**config.mk**
```make
export PLATFORM = sky130hd
export DESIGN_NAME = supply_diag_status_regs
export DESIGN_NICKNAME = d
export VERILOG_FILES = /design/src/supply_diag_pkg.sv /design/src/pulldown_deglitch.sv /design/src/supply_diag_status_regs.sv
export SDC_FILE = /design/constraint.sdc
export NUM_CORES = 1
export LEC_CHECK = 0
export BUFFER_PORTS_ARGS = -buffer_cell sky130_fd_sc_hd__buf_4
export CORE_MARGIN = 8
export CORE_UTILIZATION = 39
export DETAILED_ROUTE_END_ITERATION = 10
export HOLD_SLACK_MARGIN = 0.03
export MAX_ROUTING_LAYER = met4
export PLACE_DENSITY = 0.83
export SETUP_SLACK_MARGIN = 0.5
export SLEW_MARGIN = 30
export SYNTH_ARGS = -nofsm -noshare
export SYNTH_HDL_FRONTEND = slang
export SYNTH_SLANG_ARGS = --single-unit
```
**constraint.sdc**
```tcl
create_clock -name clk_sys -period 1.24 [get_ports clk_sys]
set_clock_uncertainty 0.1 [all_clocks]
set_input_delay 0.062 -clock clk_sys [delete_from_list [all_inputs] [get_ports clk_sys]]
set_output_delay 0.062 -clock clk_sys [all_outputs]
set_load 0.01 [all_outputs]
```
**src/supply_diag_pkg.sv**
```systemverilog
// constants, field layout and carrier types for the supply diagnostic status bank
// shared by the status bank, its host model, its assertions and its test bench
package supply_diag_pkg;

  // register map, one byte per register
  localparam int unsigned ADDR_W = 8;
  localparam int unsigned DATA_W = 8;
  localparam logic [ADDR_W-1:0] PROTECTION_STATUS_ADDR = 8'h00;
  localparam logic [ADDR_W-1:0] TONE_CURRENT_STATUS_ADDR = 8'h01;
  localparam logic [DATA_W-1:0] STATUS_RESET = 8'h00;
  localparam logic [DATA_W-1:0] UNMAPPED_READ = 8'h00;

  // protection_status fields
  localparam int unsigned OVERLOAD_BIT = 0;
  localparam int unsigned OUTPUT_VOLTAGE_LOW_BIT = 2;
  localparam int unsigned PULLDOWN_OVERCURRENT_BIT = 4;
  localparam int unsigned OVERTEMP_BIT = 6;
  localparam int unsigned LOW_SUPPLY_BIT = 7;

  // tone_current_status fields
  localparam int unsigned TONE_PRESENT_BIT = 0;
  localparam int unsigned TONE_QUALITY_BIT = 2;
  localparam int unsigned LOW_LOAD_CURRENT_BIT = 4;

  // junction temperature thresholds in degrees C
  localparam int unsigned TEMP_W = 8;
  localparam logic [TEMP_W-1:0] OVERTEMP_SET_C = 8'h96;
  localparam logic [TEMP_W-1:0] OVERTEMP_CLEAR_C = 8'h87;

  // timing
  localparam int unsigned CLK_PERIOD_PS = 4000;
  localparam int unsigned DEGLITCH_TIME_NS = 1000;
  localparam int unsigned DEGLITCH_CYCLES =
    (DEGLITCH_TIME_NS * 1000 + CLK_PERIOD_PS - 1) / CLK_PERIOD_PS;

  // live condition inputs from the analog comparators
  typedef struct packed {
    logic overload;
    logic output_voltage_low;
    logic pulldown_overcurrent;
    logic low_power_diagnostic;
    logic tone_detector_input;
    logic tone_out_of_limits;
    logic load_current_low;
  } diag_cond_type;

  // register read port request
  typedef struct packed {
    logic rd_req;
    logic wr_req;
    logic [ADDR_W-1:0] addr;
  } reg_req_type;

  // register read port answer
  typedef struct packed {
    logic valid;
    logic write_refused;
    logic unmapped;
    logic [DATA_W-1:0] data;
  } reg_rsp_type;

endpackage : supply_diag_pkg

```
**src/pulldown_deglitch.sv**
```systemverilog
// persistence filter: output rises once the input has stood high for a full period
// input is synchronous to clk_sys; output is registered
`timescale 1ns/1ps
module pulldown_deglitch #(
  parameter int unsigned CYCLES = 250
) (
  // clock and reset
  input wire logic clk_sys,
  input wire logic sys_rst,
  // filter
  input wire logic raw,
  output logic filtered
);
  localparam int unsigned CNT_W = $clog2(CYCLES + 1);

  logic [CNT_W-1:0] count_q;
  logic filtered_q;

  initial begin
    if (CYCLES < 1) begin
      $error("pulldown_deglitch: CYCLES must be at least 1");
    end
  end

  // count consecutive high cycles, restart on any low
  always_ff @(posedge clk_sys) begin
    if (sys_rst || !raw) begin
      count_q <= '0;
    end else if (count_q != CNT_W'(CYCLES)) begin
      count_q <= count_q + CNT_W'(1);
    end
  end

  always_ff @(posedge clk_sys) begin
    if (sys_rst) begin
      filtered_q <= 1'b0;
    end else begin
      filtered_q <= raw && (count_q == CNT_W'(CYCLES));
    end
  end

  assign filtered = filtered_q;

endmodule : pulldown_deglitch

```
**src/supply_diag_status_regs.sv**
```systemverilog
// read-only diagnostic status bank: protection_status and tone_current_status
// assumes a serial host slave in front issuing one-cycle read/write requests
//
// Behaviour
// RULE1: protection_status answers reads at address 0x0 as a read-only byte.
// RULE2: tone_current_status answers reads at address 0x1 as a read-only byte.
// RULE3: all status bits are zero after reset.
// RULE4: pull-down overcurrent bit 4 reads 0 when no overcurrent exists.
// RULE5: overtemperature bit 6 sets when junction temperature exceeds 150 C.
// RULE6: overtemperature bit clears below 135 C, holding in between.
// RULE7: low supply bit 7 follows the supply comparator.
// RULE8: tone present bit 0 follows tone detection on the detector input.
// RULE9: tone quality bit 2 reads 1 when detected tone is out of limits.
// RULE10: tone quality bit reads 0 when tone is within limits.
// RULE11: low load current bit 4 reads 1 while current is under threshold.
// RULE12: low load current bit reads 0 while current is above threshold.
// RULE13: both registers are read only; writes are refused.
// RULE14: overload bit 0 follows the output overload protection.
// RULE15: pull-down bit sets after overcurrent outlasts the deglitch period.
// RULE16: reserved bits read zero; flags track live inputs without latching.
`timescale 1ns/1ps
module supply_diag_status_regs
  import supply_diag_pkg::*;
#(
  parameter int unsigned DEGLITCH = supply_diag_pkg::DEGLITCH_CYCLES
) (
  // clock and reset
  input wire logic clk_sys,
  input wire logic sys_rst,
  // live diagnostic conditions
  input wire supply_diag_pkg::diag_cond_type cond,
  input wire logic [supply_diag_pkg::TEMP_W-1:0] junction_temp_c,
  // register port from the serial host slave
  input wire supply_diag_pkg::reg_req_type req,
  output supply_diag_pkg::reg_rsp_type rsp,
  // status mirrors
  output logic [supply_diag_pkg::DATA_W-1:0] protection_status,
  output logic [supply_diag_pkg::DATA_W-1:0] tone_current_status
);
  import supply_diag_pkg::*;

  initial begin
    if (DEGLITCH < 1) begin
      $error("supply_diag_status_regs: DEGLITCH must be at least 1");
    end
  end

  typedef enum logic [1:0] {
    SEL_PROTECTION = 2'b01,
    SEL_TONE_CURRENT = 2'b10
  } reg_sel_type;

  // one-hot register select, zero when unmapped
  function automatic logic [1:0] decode_addr(input logic [ADDR_W-1:0] a);
    logic [1:0] sel;
    sel = 2'b00;
    if (a == PROTECTION_STATUS_ADDR) begin
      sel = SEL_PROTECTION;
    end else if (a == TONE_CURRENT_STATUS_ADDR) begin
      sel = SEL_TONE_CURRENT;
    end
    return sel;
  endfunction : decode_addr

  logic pulldown_filtered;
  logic overtemp_flag_q;
  logic [DATA_W-1:0] protection_status_q;
  logic [DATA_W-1:0] protection_status_d;
  logic [DATA_W-1:0] tone_current_status_q;
  logic [DATA_W-1:0] tone_current_status_d;
  reg_rsp_type rsp_q;
  reg_rsp_type rsp_d;
  logic [1:0] rd_sel;

  // pull-down stage overcurrent must persist before it is reported
  pulldown_deglitch #(
    .CYCLES(DEGLITCH)
  ) u_pulldown_deglitch (
    .clk_sys(clk_sys),
    .sys_rst(sys_rst),
    .raw(cond.pulldown_overcurrent),
    .filtered(pulldown_filtered)
  );

  // overtemperature with hysteresis band
  always_ff @(posedge clk_sys) begin
    if (sys_rst) begin
      overtemp_flag_q <= 1'b0; // RULE3
    end else if (junction_temp_c > OVERTEMP_SET_C) begin
      overtemp_flag_q <= 1'b1; // RULE5
    end else if (junction_temp_c < OVERTEMP_CLEAR_C) begin
      overtemp_flag_q <= 1'b0; // RULE6
    end
  end

  // protection_status image, reserved bits zero
  always_comb begin
    protection_status_d = STATUS_RESET; // RULE16
    protection_status_d[OVERLOAD_BIT] = cond.overload; // RULE14
    protection_status_d[OUTPUT_VOLTAGE_LOW_BIT] = cond.output_voltage_low;
    protection_status_d[PULLDOWN_OVERCURRENT_BIT] = pulldown_filtered; // RULE4 RULE15
    protection_status_d[OVERTEMP_BIT] = overtemp_flag_q; // RULE5
    protection_status_d[LOW_SUPPLY_BIT] = cond.low_power_diagnostic; // RULE7
  end

  // tone_current_status image, reserved bits zero
  always_comb begin
    tone_current_status_d = STATUS_RESET; // RULE16
    tone_current_status_d[TONE_PRESENT_BIT] = cond.tone_detector_input; // RULE8
    // quality only judged on a tone that is present
    tone_current_status_d[TONE_QUALITY_BIT] =
      cond.tone_detector_input && cond.tone_out_of_limits; // RULE9 RULE10
    tone_current_status_d[LOW_LOAD_CURRENT_BIT] = cond.load_current_low; // RULE11 RULE12
  end

  // flags refresh every cycle, never latched
  always_ff @(posedge clk_sys) begin
    if (sys_rst) begin
      protection_status_q <= STATUS_RESET; // RULE3
      tone_current_status_q <= STATUS_RESET; // RULE3
    end else begin
      protection_status_q <= protection_status_d; // RULE16
      tone_current_status_q <= tone_current_status_d; // RULE16
    end
  end

  assign rd_sel = decode_addr(req.addr);

  // answer for the request seen this cycle
  always_comb begin
    rsp_d = '0;
    if (req.wr_req) begin
      rsp_d.valid = 1'b1;
      rsp_d.write_refused = 1'b1; // RULE13
      rsp_d.unmapped = (decode_addr(req.addr) == 2'b00);
      rsp_d.data = UNMAPPED_READ;
    end else if (req.rd_req) begin
      rsp_d.valid = 1'b1;
      case (rd_sel)
        SEL_PROTECTION: begin
          rsp_d.data = protection_status_q; // RULE1
        end
        SEL_TONE_CURRENT: begin
          rsp_d.data = tone_current_status_q; // RULE2
        end
        default: begin
          rsp_d.unmapped = 1'b1;
          rsp_d.data = UNMAPPED_READ;
        end
      endcase
    end
  end

  always_ff @(posedge clk_sys) begin
    if (sys_rst) begin
      rsp_q <= '0;
    end else begin
      rsp_q <= rsp_d;
    end
  end

  assign rsp = rsp_q;
  assign protection_status = protection_status_q;
  assign tone_current_status = tone_current_status_q;

endmodule : supply_diag_status_regs

```
==> results of run 1 <==
==> power groups by stage <==
| stage | sequential, mW | clock, mW | combinational [mW] |
|---|---|---|---|
| floorplan | 0.896 | 0 | 0.0901 |
| global placement | 0.889 | 0 | 0.172 |
| detailed placement | 0.890 | 0 | 0.179 |
| CTS | 0.875 | 0.440 | 0.212 |
| global route | 0.880 | 0.467 | 0.239 |
| finish | 0.877 | 0.423 | 0.221 |
==> state kept, by name, indices dropped and copies added, names as in the netlist <==
register	count
u_pulldown_deglitch.filtered	1
tone_current_status	3
protection_status	5
rsp	8
overtemp_flag_q	1
u_pulldown_deglitch.count_q	8
==> critical path, cell delays in order (launching register included) <==
cell and delay (ns):
dfxtp_4 0.39, inv_4 0.06, ha_4 0.13, nand2_4 0.05, or3_4 0.34, a211oi_2 0.17
==> repair_timing <==
| item | 4_1_cts | 5_1_grt |
|---|---|---|
| resized for setup | 49 | 7 |
| hold endpoints to repair | 17 | 16 |
| pin swaps | 10 | 6 |
| setup buffers | 4 | 2 |
| setup endpoints to repair | 29 | 32 |
==> metrics by stage <==
stage               cell area [sq um]  power [mW]  utilization [%]
floorplan                        1110       0.986                -
global placement                 1420        1.06             57.6
finish                           1720        1.52             70.0
global route                     1720        1.59             70.0
detailed placement               1420        1.07             57.6
CTS                              1690        1.53             68.9
==> cell families (layout without fill, tap and decap cells) <==
family,after synthesis,after routing,share of synthesized area [%]
other,1,11,0.372
adders and majority gates,3,3,3.47
AOI/OAI and AO/OA,14,14,9.31
xor gates and xnor gates,2,2,1.74
DFF,26,26,51.6
and+or+nand+nor,37,37,20.5
buffers and inverters,16,67,10.0
muxes,3,3,2.98
==> layer usage <==
layer	vias up	share of wire, %	global-route usage (%)
li1	451	-	-
met1	432	33	10.9
met2	28	59	25.9
met3	6	6.3	3.19
met4	0	2.4	5.48
met5	-	0	-
==> placed cells by master, fill, tap and decap left out, types with 4 or more instances in the layout <==
cell type	instances
dlygate4sd3_1	6
nor2b_1	8
buf_4	32
buf_6	22
conb_1	11
nor2_1	8
nand2_1	4
dfxtp_2	21
==> final timing paths <==
path	from	to	slack, ns	depth (start not counted)
setup / recovery	u_pulldown_deglitch.count_q[0]	u_pulldown_deglitch.count_q[1]	-0.07	5
hold / removal	req[0]	rsp[6]	-0.14	2
setup reg to reg	u_pulldown_deglitch.count_q[0]	u_pulldown_deglitch.count_q[1]	-0.07	5
hold reg to reg	u_pulldown_deglitch.filtered	protection_status[4]	0.35	1
==> area by class of cell <==
type	count	area [sq um]
tap	30	37.5
clock buffer	4	36.3
inverter	3	13.8
timing repair buffer	60	548
sequential	26	558
multi-input combinational	70	524
fill	175	737
==> summary.md, run 1 <==
| Metric | Value |
|---|---|
| DIE AREA | 4470 sq um |
| Core ar. | 2450 sq um |
| Total wire length after detailed routing | 2.89 mm |
| Total grt overflow | 0 |
| Top-level I/O count | 54 |
| Root Buffer | clkbuf_4 |
| Internal Power | 1.17 mW |
| Final period util | 106% |
| Initial Utilization | 41.1% |
| Largest net degree at the start of global routing | 15 |
| CP max FO | 4 |
| Top cells by area, synth | dfxtp_1 (52%), buf_4 (8.2%), nor2b_1 (5.6%), nor2_1 (3.3%), mux2i_1 (3.0%) |
| Ant diodes | 0 |
| Final setup vio count | 2 |
| Vias in the first global route | 992 |
| Top cells by count, synth | dfxtp_1 (26), buf_4 (11), nor2_1 (9), nor2b_1 (9), nand2_1 (5) |
| Layout area overhead | 70.3% |
| Final Instance Count excl. Fillers | 193 |
| Yosys cell types | 29 |
| Sequential share of the synthesized area | 51.6% |
| Port bufs | 42 |
| Fin. max-slew vios | 0 |
| Part of the power in registers | 57.7% |
| Clk sink count | 26 |
| Mean routed wirelength per cell | 15.0 um |
| Nets | 193 |
| Final worst setup slack | -0.0711 ns |
| Ratio of cells with drive above 1 in the final layout | 60.7% |
| Pre-CTS setup slack | -0.0616 ns |
| F_max | 763 MHz |
| Die X-Extent | 66.9 um |
| Worst setup EP type | register |
| Gate Count Post-Synth | 102 |
| RD Place Congestion | 0.686 |
| Sw Share | 23.2% |
| Total CTS buffers | 3 |
| Post-Place Cells | 177 |
| Worst-skew pair later-pin latency | 0.32 ns |
| Fin Setup TNS | -0.113 ns |
| Synthesis-stage register bit count | 26 |
| Switch Pwr | 353 uW |
| 1st-iter DRT viols | 25 |
| Post-synth top area share | 51.6% |
| Post-Syn Area | 1010 sq um |
| TritonRoute pass-1 iters | 4 |
| Synth warn | 0 |
| Number of synthesized flops with an enable pin | 0 |
| Req. time, crit path | 1.39 ns |
| Min Tclk post-route | 1.31 ns |
| Number of remaining DRC errors | 0 |
| Final ANT Viol Nets | 0 |
| Count leader, synth | dfxtp_1 |
| Worst hold margin | -0.143 ns |
| Post-Syn Area per Cell | 9.89 sq um |
| Die Y | 66.9 um |
| DP Wirelength | 2.05 mm |
| Asr flop ratio synth | 0% |
| Ys flop type | dfxtp_1 |
| Via density | 4.75 |
| Initial antenna violation count | 0 |
| Area leader, netlist | dfxtp_1 |
| Startpoint Class | register |
| Combinational share of power | 14.5% |
| PD cells | 886 nW/um^2 |
| First-pass GRT wire length | 4.39 mm |
| H-tree Lvls | 1 |
| Clock-pin slew of the registers on the worst-case setup and hold paths | 0.14 ns |
| Tot GR Track Use | 13.0% |
| RSZ-0062 raised after global routing | yes |
| Status | finished with violations |
| Kind of critical path | reg -> reg |
| CTS tree | yes |
| Leak | 0.740 nW |
| Violated checks | negative hold slack, negative setup slack |
| Hold Path Class | in -> reg |
| Clk network pwr share | 27.8% |
| Maximum VDD drop | 0.517 mV |
| Max_cap viols | 0 |
| Worst Path Arrival | 1.46 ns |
| Fin. Hold Viols | 15 |
| CTS Buffer Depth | 2 |
| Vias | 917 |
| Row count | 18 |
| Cts hold-fix bufs | 7 |
No activity file was read; power rests on OpenSTA's default activity.
==> inputs of run 2 (changes only) <==
--- a/config.mk
+++ b/config.mk
@@ -5,8 +5,7 @@
 export SDC_FILE = /design/constraint.sdc
 export NUM_CORES = 1
 export LEC_CHECK = 0
-export BUFFER_PORTS_ARGS = -buffer_cell sky130_fd_sc_hd__buf_4
-export CORE_MARGIN = 8
+export BUFFER_PORTS_ARGS = -buffer_cell sky130_fd_sc_hd__clkbuf_2
 export CORE_UTILIZATION = 39
 export DETAILED_ROUTE_END_ITERATION = 10
 export HOLD_SLACK_MARGIN = 0.03
==> summary.md, run 2 (synthesized netlist as in run 1, its figures left out) <==
| Metric | Value |
|---|---|
| Total CTS buffers | 3 (unchanged) |
| Flop2flop setup slack | -0.09 ns (-0.02 ns) |
| R2r endpoint | u_pulldown_deglitch.count_q[0] |
| Clock-pin slew of the registers on the worst-case setup and hold paths | 0.13 ns (about the same) |
| Hold Path Class | in -> reg |
| Layout area overhead | 66.3% |
| Status | finished with violations |
| Cell Area, Placed | 1300 sq um (-8.0%) |
| F_max | 753 MHz (-1.2%) |
| Root Buffer | clkbuf_4 |
| Die Y | 52.9 um (-21%) |
| DIE AREA | 2790 sq um (-37%) |
| H-tree Lvls | 1 (unchanged) |
| Kind of critical path | reg -> reg |
| Pre-CTS setup slack | -0.0860 ns (-0.0244 ns) |
| Initial Utilization | 41.1% (unchanged) |
| Fin. max-slew vios | 0 (unchanged) |
| Ant diodes | 0 (unchanged) |
| Worst setup EP type | register |
| Number of fill cells in the layout | 168 (-4.0%) |
| Tot Pwr | 1.57 mW (+2.9%) |
| CTS Buffer Depth | 2 (unchanged) |
| Number of remaining DRC errors | 0 (unchanged) |
| CP max FO | 4 (unchanged) |
| Clk sink count | 26 (unchanged) |
| Final ANT Viol Nets | 0 (unchanged) |
| Crit path to | u_pulldown_deglitch.count_q[0] |
| Cells along the critical path | inv_4 > ha_4 > nand2_4 > o311ai_0 > o21ai_1 |
| 1st-iter DRT viols | 5 (-80%) |
| Worst-case reg-to-reg path depth | 5 (unchanged) |
| Fin. Hold Viols | 4 (-11) |
| Initial antenna violation count | 0 (unchanged) |
| Maximum VDD drop | 0.648 mV (+25%) |
| TritonRoute pass-1 iters | 3 (-1) |
| Min Tclk post-route | 1.33 ns (+0.0164 ns) |
| Commonest non-fill, non-tap cells in the layout | clkbuf_2 (25), dfxtp_2 (20), buf_6 (16), conb_1 (11) |
| Core ar. | 2450 sq um (unchanged) |
| Max_cap viols | 0 (unchanged) |
| Final worst setup slack | -0.0875 ns (-0.0164 ns) |
| Via density | 4.62 (-2.8%) |
| Tot GR Track Use | 16.8% (+3.9 points) |
| First-pass GRT wire length | 3.37 mm (-23%) |
| RSZ-0062 raised after global routing | yes |
| PD cells | 933 nW/um^2 (+5.4%) |
| CP startpoint | u_pulldown_deglitch.count_q[0] |
| DP Wirelength | 1.55 mm (-24%) |
| Ratio of cells with drive above 1 in the final layout | 61.7% (+0.99 points) |
| Worst Path Arrival | 1.42 ns (-0.04 ns) |
| R2R Path Start | u_pulldown_deglitch.count_q[0] |
| Row count | 18 (unchanged) |
| Violated checks | negative hold slack, negative setup slack |
| Worst hold margin | -0.125 ns (+0.0178 ns) |
| Startpoint Class | register |
| CTS tree | yes |
| Worst path max stage delay | 0.39 ns (about the same) |
| Die X-Extent | 52.9 um (-21%) |
| Port bufs | 42 (unchanged) |
| Req. time, crit path | 1.33 ns (-0.06 ns) |
| Vias in the first global route | 835 (-16%) |
| Largest net degree at the start of global routing | 16 (+1) |
| Total wire length after detailed routing | 2.46 mm (-15%) |
| Crit-path slowest cell | dfxtp_4 |
| Vias | 887 (-3.3%) |
| Top-level I/O count | 54 (unchanged) |
| RD Place Congestion | 0.864 (+26%) |
| Final period util | 107% (+1.3 points) |
| Mean routed wirelength per cell | 12.8 um (-14%) |
| Commonest non-fill, non-tap cell in the layout | clkbuf_2 |
| Leak | 0.716 nW (-3.2%) |
| Worst-skew pair later-pin latency | 0.31 ns (about the same) |
| Total grt overflow | 0 (unchanged) |
| Final setup vio count | 3 (+1) |
| Nets | 192 (-0.52%) |
| Design area | 1680 sq um (-2.4%) |
==> run 2: stage by stage <==
| step | instances | setup TNS [ns] | utilization [%] |
|---|---|---|---|
| 3_3_place_gp | 176 | -0.0195 | 53.1 |
| 6_report | 192 | -0.194 | 68.3 |
| 3_5_place_dp | 176 | -0.195 | 53.1 |
| 4_1_cts | 188 | -0.0883 | 59.7 |
| 2_1_floorplan | 112 | 0 | - |
| 5_1_grt | 192 | -0.464 | 68.3 |
==> run 2: routing by layer <==
metal  global-route usage, %  vias up  share of wire, %
met1                    14.4      415                33
met2                    35.0       24                62
li1                        -      448                 -
met4                    5.26        0                 0
met3                    3.74        0               4.6
met5                       -        -                 0
==> run 2: area by class of cell <==
cell class                 count  area, sq um  share of cell area [%]
clock buffer                   4         47.5                    2.84
multi-input combinational     70          572                    34.1
timing repair buffer          59          453                    27.0
sequential                    26          553                    33.0
inverter                       3         13.8                   0.821
tap                           30         37.5                    2.24
==> run 2: how the worst min path moves through the flow <==
| stage | from | endpoint | cells after the start |
|---|---|---|---|
| finish | cond[2] | tone_current_status[0] | 2 |
| global route | cond[2] | tone_current_status[0] | 2 |
| CTS | cond[2] | tone_current_status[0] | 2 |
| detailed placement | cond[1] | tone_current_status[2] | 2 |
| global placement | cond[1] | tone_current_status[2] | 2 |
| floorplan | sys_rst | tone_current_status[0] | 1 |
==> run 2: power breakdown <==
group,total [mW],internal [mW],leakage [nW],switching [mW]
logic,0.209,0.118,0.468,0.0911
clock network,0.476,0.246,0.0261,0.231
registers,0.880,0.859,0.222,0.0207
total,1.57,1.22,0.716,0.342
==> run 2: repair_timing <==
item | 4_1_cts | 5_1_grt
buffers inserted | 2 | 3
endpoints found under the setup margin | 28 | 31
hold buffers | 6 | 1
pin swaps | 9 | 10
endpoints found under the hold margin | 19 | 16
resized for setup | 18 | 54
gates cloned | 0 | 0
==> run 2: worst max-delay path: cells and delay by family, from the launching register on <==
| family | cells | cell delay, ns |
|---|---|---|
| and+or+nand+nor | 1 | 0.05 |
| adders and majority gates | 1 | 0.13 |
| DFF | 1 | 0.39 |
| buffers and inverters | 1 | 0.06 |
| AOI/OAI and AO/OA | 2 | 0.48 |
